## src/verilog/fpc_pkg.sv

```systemverilog
// Shared constants for the flash protection control block.
package fpc_pkg;

    // Register byte offsets on the register bus.
    localparam logic [7:0] FPC_OFS_BOOT_REGION = 8'h00;
    localparam logic [7:0] FPC_OFS_CODE_REGION = 8'h04;
    localparam logic [7:0] FPC_OFS_LOCK_CONFIG = 8'h08;
    localparam logic [7:0] FPC_OFS_WRITE_KEY = 8'h0C;
    localparam logic [7:0] FPC_OFS_STATUS = 8'h10;

    // Flash byte addresses: configuration bytes read out when reset ends, odd-byte erase range and program top.
    localparam logic [16:0] FPC_CFG_ADDR_FIRST = 17'h0E5FC;
    localparam logic [16:0] FPC_ODD_ERASE_LO = 17'h0E5F9;
    localparam logic [16:0] FPC_ODD_ERASE_HI = 17'h0E5FF;
    localparam logic [16:0] FPC_PROG_TOP = 17'h1FFFF;

    // Field positions and encodings.
    localparam int FPC_PAGE_SHIFT = 7;
    localparam logic [16:0] FPC_BOOT_TAIL = 17'h0000F;
    localparam logic [6:0] FPC_BOOT_NONE = 7'h7F;
    localparam logic [9:0] FPC_CODE_NONE = 10'h3FF;
    localparam int FPC_BLANK_MSB = 15;
    localparam int FPC_BLANK_LSB = 13;
    localparam int FPC_CODE_MSB = 9;
    localparam int FPC_WLOCK_LSB = 4;
    localparam logic [7:0] FPC_KEY_VALUE = 8'h6A;
    localparam logic [7:0] FPC_KEY_READ = 8'hFF;

    // Reset values of the configuration copies (most restrictive lock).
    localparam logic [7:0] FPC_RST_BOOT = 8'h00;
    localparam logic [15:0] FPC_RST_CODE = 16'h0000;
    localparam logic [7:0] FPC_RST_LOCK = 8'h00;

    // Bus responses.
    localparam logic [1:0] FPC_RESP_OKAY = 2'b00;
    localparam logic [1:0] FPC_RESP_SLVERR = 2'b10;

    // Core operation codes.
    typedef enum logic [1:0] {
        FPC_OP_READ,
        FPC_OP_WRITE,
        FPC_OP_ERASE,
        FPC_OP_MASS_ERASE
    } fpc_op_t;

    // Reset-time configuration sequencer.
    typedef enum logic [1:0] {
        FPC_CFG_WAIT_IDLE,
        FPC_CFG_REQUEST,
        FPC_CFG_WAIT_DATA,
        FPC_CFG_DONE
    } fpc_cfg_state_t;

endpackage

```

## src/verilog/fpc_flash_protection_control.sv

```systemverilog
// Flash program memory protection, security and write key control.
//
// The AXI4-Lite slave port and the placing of the registers were decided locally.
`timescale 1ns/100ps

module fpc_flash_protection_control
    import fpc_pkg::*;
(
    input wire logic i_clk_sys,
    input wire logic i_resetn,
    // AXI4-Lite register slave.
    input wire logic [7:0] i_awaddr,
    input wire logic i_awvalid,
    output logic o_awready,
    input wire logic [31:0] i_wdata,
    input wire logic [3:0] i_wstrb,
    input wire logic i_wvalid,
    output logic o_wready,
    output logic [1:0] o_bresp,
    output logic o_bvalid,
    input wire logic i_bready,
    input wire logic [7:0] i_araddr,
    input wire logic i_arvalid,
    output logic o_arready,
    output logic [31:0] o_rdata,
    output logic [1:0] o_rresp,
    output logic o_rvalid,
    input wire logic i_rready,
    // Pins.
    input wire logic [1:0] i_env_select,
    input wire logic i_security_override_pin,
    // Core side program memory access.
    input wire logic i_core_req,
    input wire logic [1:0] i_core_op,
    input wire logic [16:0] i_core_addr,
    input wire logic [15:0] i_core_wdata,
    output logic o_core_blocked,
    output logic [15:0] o_core_rdata,
    output logic o_core_rvalid,
    output logic o_isp_environment,
    output logic o_reset_extend,
    // Flash array side.
    input wire logic i_flash_busy,
    output logic o_flash_abort,
    output logic o_flash_req,
    output logic [1:0] o_flash_op,
    output logic [16:0] o_flash_addr,
    output logic [15:0] o_flash_wdata,
    input wire logic [15:0] i_flash_rdata,
    input wire logic i_flash_rvalid,
    output logic o_cfg_rd_req,
    output logic [16:0] o_cfg_rd_addr,
    input wire logic [7:0] i_cfg_rd_data,
    input wire logic i_cfg_rd_valid
);

    // Decodes a 4-bit lock field; only all-zero or one-hot values enable it.
    function automatic logic lock_on(input logic [3:0] f);
        lock_on = (f == 4'h0) || (f == 4'h1) || (f == 4'h2) || (f == 4'h4) || (f == 4'h8);
    endfunction

    // Two-flop synchronisers for the asynchronous pins.
    logic [2:0] pin_meta_q;
    logic [2:0] pin_sync_q;
    always_ff @(posedge i_clk_sys or negedge i_resetn) begin
        if (!i_resetn) begin
            pin_meta_q <= 3'h0;
            pin_sync_q <= 3'h0;
        end else begin
            pin_meta_q <= {i_security_override_pin, i_env_select};
            pin_sync_q <= pin_meta_q;
        end
    end
    logic override_s;
    assign override_s = pin_sync_q[2];

    // Configuration sequencer state and copies.
    fpc_cfg_state_t cfg_state_q, cfg_state_d;
    logic [1:0] cfg_idx_q, cfg_idx_d;
    logic [7:0] boot_region_config_q, boot_region_config_d;
    logic [15:0] code_region_config_q, code_region_config_d;
    logic [7:0] flash_lock_config_q, flash_lock_config_d;
    logic isp_env_q, isp_env_d;
    logic abort_q, abort_d;
    logic extend_q, extend_d;
    logic cfg_req_q, cfg_req_d;
    logic [16:0] cfg_addr_q, cfg_addr_d;
    logic [2:0] blank_ind;

    assign blank_ind = code_region_config_q[FPC_BLANK_MSB:FPC_BLANK_LSB];

    // Reads E5FC..E5FF in turn once the flash has gone idle. Registers are
    // only written here, so software and later resets-free operation never
    // change them until the next reset reloads them.
    always_comb begin
        cfg_state_d = cfg_state_q;
        cfg_idx_d = cfg_idx_q;
        boot_region_config_d = boot_region_config_q;
        code_region_config_d = code_region_config_q;
        flash_lock_config_d = flash_lock_config_q;
        isp_env_d = isp_env_q;
        abort_d = abort_q;
        extend_d = extend_q;
        cfg_req_d = 1'b0;
        cfg_addr_d = cfg_addr_q;
        case (cfg_state_q)
            FPC_CFG_WAIT_IDLE: begin
                if (!i_flash_busy) begin
                    abort_d = 1'b0;
                    cfg_state_d = FPC_CFG_REQUEST;
                end
            end
            FPC_CFG_REQUEST: begin
                cfg_req_d = 1'b1;
                cfg_addr_d = FPC_CFG_ADDR_FIRST + {15'h0, cfg_idx_q};
                cfg_state_d = FPC_CFG_WAIT_DATA;
            end
            FPC_CFG_WAIT_DATA: begin
                if (i_cfg_rd_valid) begin
                    case (cfg_idx_q)
                        2'd0: code_region_config_d[7:0] = i_cfg_rd_data;
                        2'd1: boot_region_config_d = {1'b0, i_cfg_rd_data[6:0]};
                        2'd2: code_region_config_d[15:8] =
                            {i_cfg_rd_data[7:5], 3'b000, i_cfg_rd_data[1:0]};
                        default: flash_lock_config_d = i_cfg_rd_data;
                    endcase
                    cfg_idx_d = cfg_idx_q + 2'd1;
                    cfg_state_d = (cfg_idx_q == 2'd3) ? FPC_CFG_DONE : FPC_CFG_REQUEST;
                end
            end
            default: begin
                isp_env_d = (blank_ind == 3'b011 || blank_ind == 3'b101 || blank_ind[2:1] == 2'b11)
                    && (pin_sync_q[1:0] == 2'b11);
                extend_d = 1'b0;
            end
        endcase
    end

    always_ff @(posedge i_clk_sys or negedge i_resetn) begin
        if (!i_resetn) begin
            cfg_state_q <= FPC_CFG_WAIT_IDLE;
            cfg_idx_q <= 2'd0;
            boot_region_config_q <= FPC_RST_BOOT;
            code_region_config_q <= FPC_RST_CODE;
            flash_lock_config_q <= FPC_RST_LOCK;
            isp_env_q <= 1'b0;
            abort_q <= 1'b1;
            extend_q <= 1'b1;
            cfg_req_q <= 1'b0;
            cfg_addr_q <= 17'h0;
        end else begin
            cfg_state_q <= cfg_state_d;
            cfg_idx_q <= cfg_idx_d;
            boot_region_config_q <= boot_region_config_d;
            code_region_config_q <= code_region_config_d;
            flash_lock_config_q <= flash_lock_config_d;
            isp_env_q <= isp_env_d;
            abort_q <= abort_d;
            extend_q <= extend_d;
            cfg_req_q <= cfg_req_d;
            cfg_addr_q <= cfg_addr_d;
        end
    end

    // Protection decisions, derived from the reset-loaded copies and the override pin.
    logic rlock, wlock, ready;
    logic [6:0] boot_limit;
    logic [9:0] code_start;
    logic [16:0] boot_end, code_begin;
    logic in_boot, in_code, odd_cfg, wr_like, allowed, key_ok;
    fpc_op_t op;
    assign ready = (cfg_state_q == FPC_CFG_DONE) && !extend_q;
    assign op = fpc_op_t'(i_core_op);
    assign rlock = lock_on(flash_lock_config_q[FPC_WLOCK_LSB-1:0]) && !override_s;
    assign wlock = lock_on(flash_lock_config_q[7:FPC_WLOCK_LSB]) && !override_s;
    assign boot_limit = boot_region_config_q[6:0];
    assign code_start = code_region_config_q[FPC_CODE_MSB:0];
    assign boot_end = ({10'h0, boot_limit} << FPC_PAGE_SHIFT) + FPC_BOOT_TAIL;
    assign code_begin = {code_start, 7'h00};
    assign in_boot = (boot_limit != FPC_BOOT_NONE) && (i_core_addr <= boot_end);
    assign in_code = (code_start != FPC_CODE_NONE) && (i_core_addr >= code_begin)
        && (i_core_addr <= FPC_PROG_TOP);
    assign odd_cfg = i_core_addr[0] && (i_core_addr >= FPC_ODD_ERASE_LO)
        && (i_core_addr <= FPC_ODD_ERASE_HI);
    assign wr_like = (op == FPC_OP_WRITE) || (op == FPC_OP_ERASE);

    // Any single blocking condition is enough; the overlap of code and boot
    // areas is therefore covered by the boot test as well.
    always_comb begin
        allowed = 1'b1;
        if (op == FPC_OP_MASS_ERASE) begin
            allowed = !rlock && !wlock;
        end else if (wr_like) begin
            if (wlock || in_boot || in_code) begin
                allowed = 1'b0;
            end
            if (op == FPC_OP_ERASE && odd_cfg && rlock) begin
                allowed = 1'b0;
            end
            if (op == FPC_OP_WRITE && !key_ok) begin
                allowed = 1'b0;
            end
        end
    end

    // Core access path and write key status.
    logic key_set_q, key_set_d;
    logic freq_q, freq_d, blocked_q, blocked_d, rvalid_q, rvalid_d;
    logic [1:0] fop_q, fop_d;
    logic [16:0] faddr_q, faddr_d;
    logic [15:0] fwdata_q, fwdata_d, crdata_q, crdata_d;
    logic bus_write, key_write_good, core_take, rlock_rd;
    assign key_ok = key_set_q;
    assign core_take = i_core_req && ready;
    // Read masking does not depend on the override pin.
    assign rlock_rd = lock_on(flash_lock_config_q[FPC_WLOCK_LSB-1:0]);

    // The key is single-use: a core write or erase consumes it, and a key
    // write in the same cycle sets it again so that event is not lost.
    always_comb begin
        key_set_d = key_set_q;
        if ((core_take && op != FPC_OP_READ) || bus_write) begin
            key_set_d = 1'b0;
        end
        if (key_write_good) begin
            key_set_d = 1'b1;
        end
        freq_d = 1'b0;
        blocked_d = 1'b0;
        fop_d = fop_q;
        faddr_d = faddr_q;
        fwdata_d = fwdata_q;
        if (core_take) begin
            freq_d = allowed;
            blocked_d = !allowed;
            fop_d = i_core_op;
            faddr_d = i_core_addr;
            fwdata_d = i_core_wdata;
        end
        rvalid_d = i_flash_rvalid;
        crdata_d = (rlock_rd && isp_env_q) ? 16'h0000 : i_flash_rdata;
    end

    always_ff @(posedge i_clk_sys or negedge i_resetn) begin
        if (!i_resetn) begin
            key_set_q <= 1'b0;
            freq_q <= 1'b0;
            blocked_q <= 1'b0;
            rvalid_q <= 1'b0;
            fop_q <= 2'h0;
            faddr_q <= 17'h0;
            fwdata_q <= 16'h0;
            crdata_q <= 16'h0;
        end else begin
            key_set_q <= key_set_d;
            freq_q <= freq_d;
            blocked_q <= blocked_d;
            rvalid_q <= rvalid_d;
            fop_q <= fop_d;
            faddr_q <= faddr_d;
            fwdata_q <= fwdata_d;
            crdata_q <= crdata_d;
        end
    end

    // AXI4-Lite slave: address and data are taken independently, then the
    // write takes effect and the response is raised together.
    logic awready_q, awready_d, wready_q, wready_d, aw_have_q, aw_have_d;
    logic w_have_q, w_have_d, bvalid_q, bvalid_d, arready_q, arready_d;
    logic rvalid_bus_q, rvalid_bus_d;
    logic [7:0] awaddr_q, awaddr_d;
    logic [31:0] wdata_q, wdata_d, rdata_q, rdata_d;
    logic [3:0] wstrb_q, wstrb_d;
    logic [1:0] bresp_q, bresp_d, rresp_q, rresp_d;
    logic do_write;

    assign do_write = aw_have_q && w_have_q && !bvalid_q;
    assign bus_write = do_write;
    assign key_write_good = do_write && (awaddr_q == FPC_OFS_WRITE_KEY) && wstrb_q[0]
        && (wdata_q[7:0] == FPC_KEY_VALUE);

    always_comb begin
        awready_d = i_awvalid && !awready_q && !aw_have_q && !bvalid_q;
        wready_d = i_wvalid && !wready_q && !w_have_q && !bvalid_q;
        aw_have_d = aw_have_q || (i_awvalid && awready_q);
        w_have_d = w_have_q || (i_wvalid && wready_q);
        awaddr_d = (i_awvalid && awready_q) ? i_awaddr : awaddr_q;
        wdata_d = (i_wvalid && wready_q) ? i_wdata : wdata_q;
        wstrb_d = (i_wvalid && wready_q) ? i_wstrb : wstrb_q;
        bvalid_d = bvalid_q;
        bresp_d = bresp_q;
        if (do_write) begin
            bvalid_d = 1'b1;
            if (awaddr_q == FPC_OFS_BOOT_REGION || awaddr_q == FPC_OFS_CODE_REGION
                || awaddr_q == FPC_OFS_LOCK_CONFIG || awaddr_q == FPC_OFS_WRITE_KEY
                || awaddr_q == FPC_OFS_STATUS) begin
                bresp_d = FPC_RESP_OKAY;
            end else begin
                bresp_d = FPC_RESP_SLVERR;
            end
        end else if (bvalid_q && i_bready) begin
            bvalid_d = 1'b0;
            aw_have_d = 1'b0;
            w_have_d = 1'b0;
        end
        arready_d = i_arvalid && !arready_q && !rvalid_bus_q;
        rvalid_bus_d = rvalid_bus_q;
        rdata_d = rdata_q;
        rresp_d = rresp_q;
        if (i_arvalid && arready_q) begin
            rvalid_bus_d = 1'b1;
            rresp_d = FPC_RESP_OKAY;
            if (i_araddr == FPC_OFS_BOOT_REGION) begin
                rdata_d = {24'h0, boot_region_config_q};
            end else if (i_araddr == FPC_OFS_CODE_REGION) begin
                rdata_d = {16'h0, code_region_config_q};
            end else if (i_araddr == FPC_OFS_LOCK_CONFIG) begin
                rdata_d = {24'h0, flash_lock_config_q};
            end else if (i_araddr == FPC_OFS_WRITE_KEY) begin
                rdata_d = {24'h0, FPC_KEY_READ};
            end else if (i_araddr == FPC_OFS_STATUS) begin
                rdata_d = {26'h0, ready, override_s, lock_on(flash_lock_config_q[7:4]),
                    rlock_rd, isp_env_q, key_set_q};
            end else begin
                rdata_d = 32'h0;
                rresp_d = FPC_RESP_SLVERR;
            end
        end else if (rvalid_bus_q && i_rready) begin
            rvalid_bus_d = 1'b0;
        end
    end

    // Bus registers.
    always_ff @(posedge i_clk_sys or negedge i_resetn) begin
        if (!i_resetn) begin
            awready_q <= 1'b0;
            wready_q <= 1'b0;
            aw_have_q <= 1'b0;
            w_have_q <= 1'b0;
            awaddr_q <= 8'h00;
            wdata_q <= 32'h0;
            wstrb_q <= 4'h0;
            bvalid_q <= 1'b0;
            bresp_q <= FPC_RESP_OKAY;
            arready_q <= 1'b0;
            rvalid_bus_q <= 1'b0;
            rdata_q <= 32'h0;
            rresp_q <= FPC_RESP_OKAY;
        end else begin
            awready_q <= awready_d;
            wready_q <= wready_d;
            aw_have_q <= aw_have_d;
            w_have_q <= w_have_d;
            awaddr_q <= awaddr_d;
            wdata_q <= wdata_d;
            wstrb_q <= wstrb_d;
            bvalid_q <= bvalid_d;
            bresp_q <= bresp_d;
            arready_q <= arready_d;
            rvalid_bus_q <= rvalid_bus_d;
            rdata_q <= rdata_d;
            rresp_q <= rresp_d;
        end
    end

    // Every output comes straight from a flip-flop.
    assign o_awready = awready_q;
    assign o_wready = wready_q;
    assign o_bvalid = bvalid_q;
    assign o_bresp = bresp_q;
    assign o_arready = arready_q;
    assign o_rvalid = rvalid_bus_q;
    assign o_rdata = rdata_q;
    assign o_rresp = rresp_q;
    assign o_core_blocked = blocked_q;
    assign o_core_rdata = crdata_q;
    assign o_core_rvalid = rvalid_q;
    assign o_isp_environment = isp_env_q;
    assign o_reset_extend = extend_q;
    assign o_flash_abort = abort_q;
    assign o_flash_req = freq_q;
    assign o_flash_op = fop_q;
    assign o_flash_addr = faddr_q;
    assign o_flash_wdata = fwdata_q;
    assign o_cfg_rd_req = cfg_req_q;
    assign o_cfg_rd_addr = cfg_addr_q;

endmodule

```

## config.mk

```make
export PLATFORM = sky130hd
export DESIGN_NAME = fpc_flash_protection_control
export DESIGN_NICKNAME = d
export VERILOG_FILES = /design/src/verilog/fpc_pkg.sv /design/src/verilog/fpc_flash_protection_control.sv
export SDC_FILE = /design/constraint.sdc
export NUM_CORES = 1
export LEC_CHECK = 0
export BUFFER_PORTS_ARGS = -buffer_cell sky130_fd_sc_hd__buf_2
export CAP_MARGIN = 0
export CORE_ASPECT_RATIO = 1.5
export CORE_UTILIZATION = 40
export DETAILED_ROUTE_END_ITERATION = 8
export PLACE_DENSITY = 0.76
export SETUP_SLACK_MARGIN = 0.4
export SLEW_MARGIN = 20
export SYNTH_ARGS = -nofsm -noshare
export SYNTH_HDL_FRONTEND = slang
export SYNTH_SLANG_ARGS = --single-unit
```

## constraint.sdc

```tcl
create_clock -name i_clk_sys -period 2.3 [get_ports i_clk_sys]
set_input_delay 0.46 -clock i_clk_sys [delete_from_list [all_inputs] [get_ports i_clk_sys]]
set_output_delay 0.46 -clock i_clk_sys [all_outputs]
set_load 0.05 [all_outputs]
```

==> results of run 1 <==
## final timing paths
kind | end | slack [ns]
min reg2reg | pin_sync_q[2] | 0.35
min in group i_clk_sys | o_core_rvalid | 0.14
max in group asynchronous | o_flash_abort | 1.62
max reg2reg | o_flash_req | 0.44
max | o_flash_req | 0.44
min | awaddr_q[1] | -0.008
## metal layers
| layer | up-vias | global-route usage, % |
|---|---|---|
| met4 | 2 | 10.13 |
| met3 | 29 | 4.290 |
| met2 | 141 | 34.28 |
| met5 | - | 0 |
| li1 | 2170 | - |
| met1 | 2250 | 19.02 |
## report_power, final
group          internal, W  leakage, nW  switching [W]  total [W]
combinational      0.00139         1.95        0.00263    0.00401
sequential         0.00331         1.71       0.000606    0.00392
clock              0.00161        0.277        0.00110    0.00271
## flip-flops by register name, summed over array words and instances, names as in the netlist, 2 cells and up
signal / cells
o_flash_op: 2
o_flash_addr: 17
code_region_config_q: 13
awaddr_q: 8
o_cfg_rd_addr: 3
pin_meta_q: 3
boot_region_config_q: 7
o_core_rdata: 16
pin_sync_q: 3
o_rdata: 13
cfg_idx_q: 2
flash_lock_config_q: 8
wdata_q: 8
cfg_state_q: 2
o_flash_wdata: 16
## kinds of logic after synthesis
logic type | after synthesis | share of synthesized area [%]
AO/OA/AOI/OAI | 75 | 7.024
XOR/XNOR | 1 | 0.1374
adder cells (fa/ha/maj) | 32 | 6.200
buffers and inverters | 79 | 6.729
flip-flops | 139 | 54.58
multiplexers | 82 | 14.44
other | 1 | 0.05880
AND/OR/NAND/NOR | 117 | 10.83
## synth_stat cells (all sizes together) (6+ instances only)
library cell / number
a21oi: 19
nand3: 10
a221oi: 7
nand4: 7
dfrtp: 137
ha: 30
o21ai: 34
mux2: 80
buf: 39
clkbuf: 8
and2: 16
nand2: 41
inv: 32
nor3: 6
## critical path: cells and delay by family, from the launching register on
family | cells | cell delay [ns]
flip-flops | 1 | 0.43
AND/OR/NAND/NOR | 4 | 0.58
adder cells (fa/ha/maj) | 1 | 0.30
buffers and inverters | 1 | 0.07
AO/OA/AOI/OAI | 2 | 0.36
## final cells by class
type / count / area share [%]
antenna: 3 / 0.09314
clock buffer: 17 / 5.278
clock inverter: 14 / 2.002
inverter: 32 / 1.490
multi-input combinational: 332 / 31.82
sequential: 139 / 43.20
tap: 203 / 3.151
timing repair buffer: 196 / 12.96
## through the flow
step	std cells	area (um^2)	hold slack, ns
after floorplan	550	6467	0.1644
after CTS	929	8019	0.01363
after global routing	935	8058	0.02093
after detailed placement	898	7427	0.3347
final	936	8060	-0.007651
after global placement	898	7427	0.3356
## cell usage in the layout, fill, tap and decap left out, types with 3 or more instances in the layout
cell        count
buf_2         187
dfrtp_1       136
mux2_2         80
nand2_1        39
inv_1          30
ha_1           30
o21ai_0        25
conb_1         25
a21oi_1        19
clkbuf_16      17
and2_1         16
nand3_1        10
o21ai_1         9
nand4_1         7
a221oi_1        7
inv_6           5
buf_4           5
nor3_1          4
nor2_1          4
nor2b_1         4
clkinv_4        4
diode_2         3
nand4b_1        3
nand3b_1        3
clkinvlp_4      3
buf_12          3
## timing repair
item | in CTS | in global routing
pin swaps | 1 | 6
cloned | 0 | 0
resized for setup | 1 | 6
setup endpoints to repair | 2 | 18
setup buffers | 0 | 4
endpoints found under the hold margin | 0 | 0
==> results.cfg, run 1 <==
[routing]
ant_nets = 0
drc = 0
routed_wl_um = 14810
viasPerCell = 4.906
top_layer_used = met5
wl_met3_um = 610
drt-pass1-iter-count = 4
vias = 4592
drt_iter0_markers = 178
wl_met2_um = 8232
routedWlPerCell_um = 15.82
wl_met1_um = 5575

[synthesis]
ys_seq_area_share_pct = 54.58
synthCells = 526
synth.distinct_cells = 56
synth.avg_cell_area_um2 = 12.12
synth-main-ff-cell = dfrtp_1
synthArstFlopShare_pct = 100.0
synth_area_um2 = 6377
synthTopCellsByArea = dfrtp_1, mux2_2, ha_1
synth_top_area_cell = dfrtp_1
yosysWarnings = 0
synth-seq-cells = 139
synth_top_area_share_pct = 53.76
synth-edff-count = 0

[grt]
antenna_found_initial = 4
grt_pass1_vias = 4619
grt_max_degree = 57
grt_pass1_wl_um = 23220
grtUsageTotal_pct = 18.45
grt-ovfl-total = 0

[setup_path]
crit_path_max_fanout = 4
r2r-start = code_region_config_q[9]
cp_cell_sequence = inv_1 -> ha_1 -> and4_1 -> nor2b_1 -> nand3_1 -> a31oi_1 -> o31ai_2 -> nor2b_1
crit_arrival_ns = 2.16
critical-path-slowest-cell = dfrtp_1
slowest_delay_ns = 0.43
cpMostUsedCell = nor2b_1
critPathLaunch = code_region_config_q[9]
end_kind = flip-flop
crit_required_ns = 2.60
path_class = flip-flop to flip-flop
r2r_cells = 8
cp-start-kind = flip-flop

[sta]
worstMarginPinSlew_ns = 0.8138
worst_slack_ns = 0.4382
hold_viol_final = 7
finalCriticalPeriod_ns = 1.862
max_slew_margin_pct = 45.62
rsz0062_at_grt = yes
finalMaxSlewViolations = 0
setup_viol = 0
fmax_ghz = 0.5371
post-route-period-util_pct = 80.95
holdWs_ns = -0.007651
tns_ns = 0
fin_skew_ns = 0.01305

[flow_run]
drv_cap = 0

[clock_tree]
cts_tree = done
htreeDepth = 4
clock_latency_ns = 0.42
cts-root-buf = clkbuf_16
cts-buffers-inserted = 17
holdBufCountCts = 0
clk_pin_slew_worst_paths_ns = 0.07
clock_sinks = 139
clockBufferDepth = 2

[floorplanning]
ios = 241
start_util_pct = 40.82
dieArea_um2 = 16460
core_um2 = 15630
fp.dieH_um = 156.6
num_rows = 56
die_x_um = 105.1

[layout]
final_core_util_pct = 51.59
regArea_um2 = 3482
fillers = 1404
drive_above_1_share_pct = 44.38
final_nets = 873
multi_input_area_um2 = 2565
syn_to_final_growth_pct = 26.39

[place]
gp_congestion = 0.7972
port_buffers = 188
detailedPlace.worstSlack_ns = 0.1993
dp_hpwl_um = 11250

[outcome]
violations = negative hold slack
outcome = finished, violations left

[power_and_ir_drop]
ir_drop_v = 0.0008457
p_total_w = 0.01064
powerDensity_nw_per_um2 = 1320
leakage_nw = 3.935

[worst_hold_path]
hold_class = primary input to asynchronous set/reset pin
Power figures use the tool's default switching activity.
==> run 2, diff against run 1 <==
- ABC_AREA: not set -> 1
- clock period: 2.3 -> 1.9 ns (I/O delays scaled with it)
==> results.cfg, run 2 <==
[outcome]
outcome = finished clean

[grt]
grt_pass1_wl_um = 26620
grt-ovfl-total = 0
antenna_found_initial = 1
grtUsageTotal_pct = 20.62
grt_max_degree = 37
grt_pass1_vias = 5532

[sta]
holdWs_ns = 0.06064
rsz0062_at_grt = yes
finalMaxSlewViolations = 0
tns_ns = 0
hold_viol_final = 0
post-route-period-util_pct = 87.38
fin_skew_ns = 0.01202
finalCriticalPeriod_ns = 1.660
setup_viol = 0
fmax_ghz = 0.6023

[place]
port_buffers = 188
dp_hpwl_um = 12240
gp_congestion = 0.9169

[floorplanning]
num_rows = 56
dieArea_um2 = 16860
ios = 241
fp.dieH_um = 158.5
start_util_pct = 41.26
die_x_um = 106.4
core_um2 = 15840

[setup_path]
r2r-start = boot_region_config_q[6]
critical-path-slowest-cell = dfrtp_1
slowest_delay_ns = 0.35
r2r_cells = 12
cp_cell_sequence = inv_1 -> ha_4 -> nand4_1 -> nor2_4 -> nand2_1 -> nand3_1 -> nand2_1 -> nand2_1 -> nand3_2 -> nand2_2 -> nand2_1 -> nor2_1
crit_arrival_ns = 2.00
r2r-end = o_flash_req
cpMostUsedCell = nand2_1
crit_buf_inv = 1
crit_required_ns = 2.24
end_kind = flip-flop
reg2reg_slack_ns = 0.24
path_class = flip-flop to flip-flop
cp-start-kind = flip-flop
crit_path_max_fanout = 2
crit_family = simple AND/OR/NAND/NOR gates

[synthesis]
synth_commonest_cells = nand2_1, dfrtp_1, inv_1
synthCells = 699
synth.distinct_cells = 36
yosysWarnings = 0
synthTopCellsByArea = dfrtp_1, nand2_1, inv_1
synthArstFlopShare_pct = 100.0
synth_area_um2 = 6534
synth-main-ff-cell = dfrtp_1
synth-edff-count = 0
synth.most_common_cell = nand2_1
synth_top_area_cell = dfrtp_1
ys_seq_area_share_pct = 53.27
synth.avg_cell_area_um2 = 9.347
synth_top_area_share_pct = 52.47
synth-seq-cells = 139

[layout]
drive_above_1_share_pct = 36.01
final_cell_mix = buf_2, dfrtp_1, nand2_1
fillers = 1420
largest_reg_flops = 17
final_nets = 1075
syn_to_final_growth_pct = 34.28
layout_commonest_cell = buf_2

[flow_run]
drv_cap = 0

[clock_tree]
cts-root-buf = clkbuf_16
clock_latency_ns = 0.42
clockBufferDepth = 2
htreeDepth = 4
cts_tree = done
clock_sinks = 139
clk_pin_slew_worst_paths_ns = 0.07
cts-buffers-inserted = 17

[power_and_ir_drop]
powerDensity_nw_per_um2 = 1524
ir_drop_v = 0.0007271
leakage_nw = 4.567

[routing]
routedWlPerCell_um = 15.06
routed_wl_um = 17120
viasPerCell = 4.880
vias = 5548
ant_nets = 0
drc = 0
drt_iter0_markers = 345
drt-pass1-iter-count = 5

[worst_hold_path]
hold_end = o_core_rvalid
hold_class = primary input to flip-flop
min_delay_path_depth = 1
hp-start = i_flash_rvalid
==> run 2: final cells by class <==
type                            instances  area (um^2)  share of cell area, %
Inverter                              107        406.6                  4.635
Clock inverter                         14        136.4                  1.554
Antenna cell                            1        2.502                0.02852
Timing Repair Buffer                  223         1376                  15.69
Clock buffer                           18        439.2                  5.006
Sequential cell                       139         3483                  39.70
Tap cell                              203        254.0                  2.895
Multi-Input combinational cell        432         2675                  30.49
==> run 2: worst max-delay path by stage <==
stage / depth (start not counted) / startpoint / endpoint
detailed placement: 13 / i_core_addr[12] / o_flash_req
floorplan: 4 / o_reset_extend / o_flash_addr[10]
global placement: 14 / i_core_addr[12] / o_flash_req
CTS: 11 / code_region_config_q[7] / o_flash_req
finish: 12 / boot_region_config_q[6] / o_flash_req
global route: 14 / boot_region_config_q[4] / o_flash_req
==> run 2: power by group <==
group | switching, W | total, W | internal [W]
sequential | 0.000619 | 0.00460 | 0.00398
combinational | 0.00378 | 0.00555 | 0.00177
clock | 0.00136 | 0.00322 | 0.00186
==> run 2: timing repair <==
| item | CTS | global route |
|---|---|---|
| setup endpoints to repair | 80 | 71 |
| hold buffers | 1 | 0 |
| endpoints found under the hold margin | 31 | 0 |
| setup buffers | 21 | 3 |
| pin swaps | 9 | 7 |
| resized for setup | 57 | 36 |
| cloned | 1 | 0 |
==> run 2: per-layer routing <==
metal  wire length, um  vias to the layer above  GRT usage [%]
met4               924                        2          12.70
met5                10                        -              0
li1                  -                     2635              -
met2              9136                      224          37.48
met1              6037                     2623          21.29
met3              1014                       64          4.871
==> run 2: cell families after synthesis <==
family                     share of synthesized area (%)
other                                            0.05739
AOI/OAI and AO/OA                                  8.522
DFF                                                53.27
buffers and inverters                              10.90
muxes                                              5.688
adders and majority gates                          5.745
and+or+nand+nor                                    15.68
xor gates and xnor gates                          0.1341
==> run 2: through the flow <==
step / util (%) / instances / power (W) / instance area (um^2) / setup slack, ns
2_1_floorplan: - / 723 / 0.008191 / 6644 / 0.4016
3_3_place_gp: 48.15 / 1078 / 0.009338 / 7625 / 0.1514
3_5_place_dp: 48.15 / 1078 / 0.009499 / 7625 / 0.1126
4_1_cts: 54.36 / 1133 / 0.01322 / 8608 / 0.3302
5_1_grt: 55.39 / 1136 / 0.01412 / 8771 / 0.1127
6_report: 55.40 / 1137 / 0.01337 / 8773 / 0.2398
==> run 3, diff against run 2 <==
- PLACE_DENSITY: 0.76 -> 0.65
==> results.cfg, run 3 (synthesis gave the netlist of run 2 again) <==
[outcome]
outcome = finished clean

[setup_path]
cp-start-kind = flip-flop
critical-path-slowest-cell = dfrtp_1
slowest_delay_ns = 0.38
crit_arrival_ns = 1.94
cpMostUsedCell = nand2_1
cp_cell_sequence = inv_2 -> ha_4 -> nand2_2 -> inv_2 -> nand2_2 -> nor2_4 -> nand2_2 -> nand3_2 -> nand2_1 -> nand2_1 -> nand3_1 -> nand2_1 -> nand2_1 -> nor2_1
end_kind = flip-flop
crit_required_ns = 2.25
crit_path_max_fanout = 2
crit_buf_inv = 2
path_class = flip-flop to flip-flop
crit_family = simple AND/OR/NAND/NOR gates

[sta]
holdWs_ns = 0.06849
post-route-period-util_pct = 83.91
setup_viol = 0
tns_ns = 0
worstMarginPinSlew_ns = 0.5018
max_slew_margin_pct = 66.54
fmax_ghz = 0.6272
finalMaxSlewViolations = 0
fin_skew_ns = 0.01304
rsz0062_at_grt = yes
hold_viol_final = 0
finalCriticalPeriod_ns = 1.594

[clock_tree]
clk_pin_slew_worst_paths_ns = 0.06
clock_latency_ns = 0.42
clockBufferDepth = 2
htreeDepth = 4
cts_tree = done
cts-buffers-inserted = 17
clock_sinks = 139
cts-root-buf = clkbuf_16

[place]
dp.cells = 1080
place_area_um2 = 7640
port_buffers = 188
gp_congestion = 0.9243
dp_hpwl_um = 11930

[grt]
grt_max_degree = 49
use_met3_pct = 2.906
grtUsageMet2_pct = 36.49
grtUsageTotal_pct = 19.31
grt_pass1_vias = 5085
antenna_found_initial = 0
met1_usage_pct = 21.07
grt-ovfl-total = 0
grt_pass1_wl_um = 24920
grt_busiest_layer = met2

[floorplanning]
dieArea_um2 = 16860
die_x_um = 106.4
core_um2 = 15840
start_util_pct = 41.26
fp.dieH_um = 158.5
num_rows = 56
ios = 241

[routing]
routedWlPerCell_um = 14.47
ant_nets = 0
drc = 0
drt_iter0_markers = 340
drt-pass1-iter-count = 4
routed_wl_um = 16540
vias = 5459
viasPerCell = 4.776

[layout]
drive_above_1_share_pct = 37.55
syn_to_final_growth_pct = 35.25
final_cell_mix = buf_2, dfrtp_1, nand2_1
final_area_um2 = 8837
layout_commonest_cell = buf_2
final_nets = 1082
fin_cells = 1143
multi_input_area_um2 = 2686
largest_reg_flops = 17
insertedDiodeCount = 0
fillers = 1476
regArea_um2 = 3486

[power_and_ir_drop]
leakage_nw = 4.623
powerDensity_nw_per_um2 = 1536
ir_drop_v = 0.0006967
p_total_w = 0.01357

[worst_hold_path]
hold_class = primary input to flip-flop

[flow_run]
drv_cap = 0
## run 3: path summary, 6_finish.rpt
kind	cells after the start	startpoint	slack (ns)	endpoint
max	14	boot_region_config_q[5]	0.31	o_flash_req
min	1	i_env_select[1]	0.07	pin_meta_q[1]
max reg2reg	14	boot_region_config_q[5]	0.31	o_flash_req
min reg2reg	0	pin_meta_q[2]	0.35	pin_sync_q[2]
max in group asynchronous	3	i_resetn	0.75	o_cfg_rd_addr[14]
min in group asynchronous	2	i_resetn	0.49	o_core_rdata[13]
## run 3: cell type report
type / count / area share [%]
Clock buffer: 18 / 4.856
Inverter: 107 / 4.644
Tap cell: 203 / 2.874
Timing Repair Buffer: 230 / 15.97
Sequential cell: 139 / 39.44
Multi-Input combinational cell: 432 / 30.40
Clock inverter: 14 / 1.812
## run 3: layer usage
layer	share of wire (%)	wire [um]
met1	38	6238
met2	56	9270
met3	4.3	717
met4	1.9	318
met5	0	0
## run 3: repair_timing
item / in CTS / in global routing
hold buffers: 1 / 0
setup buffers: 17 / 12
resized for setup: 55 / 30
hold endpoints to repair: 43 / 0
cloned: 1 / 0
setup endpoints to repair: 82 / 55
pin swaps: 10 / 9
## run 3: where the power goes
part | leakage (nW) | internal [W] | switching, W | total (W)
registers | 1.71 | 0.00398 | 0.000619 | 0.00460
clock network | 0.280 | 0.00196 | 0.00134 | 0.00330
logic | 2.64 | 0.00193 | 0.00375 | 0.00568
total | 4.62 | 0.00787 | 0.00570 | 0.0136
## run 3: metrics by stage
step	worst slack (ns)	utilization [%]
finish	0.3056	55.81
global route	0.2071	55.81
CTS	0.3566	54.32
detailed placement	0.1550	48.25
global placement	0.1473	48.25
floorplan	0.4016	-
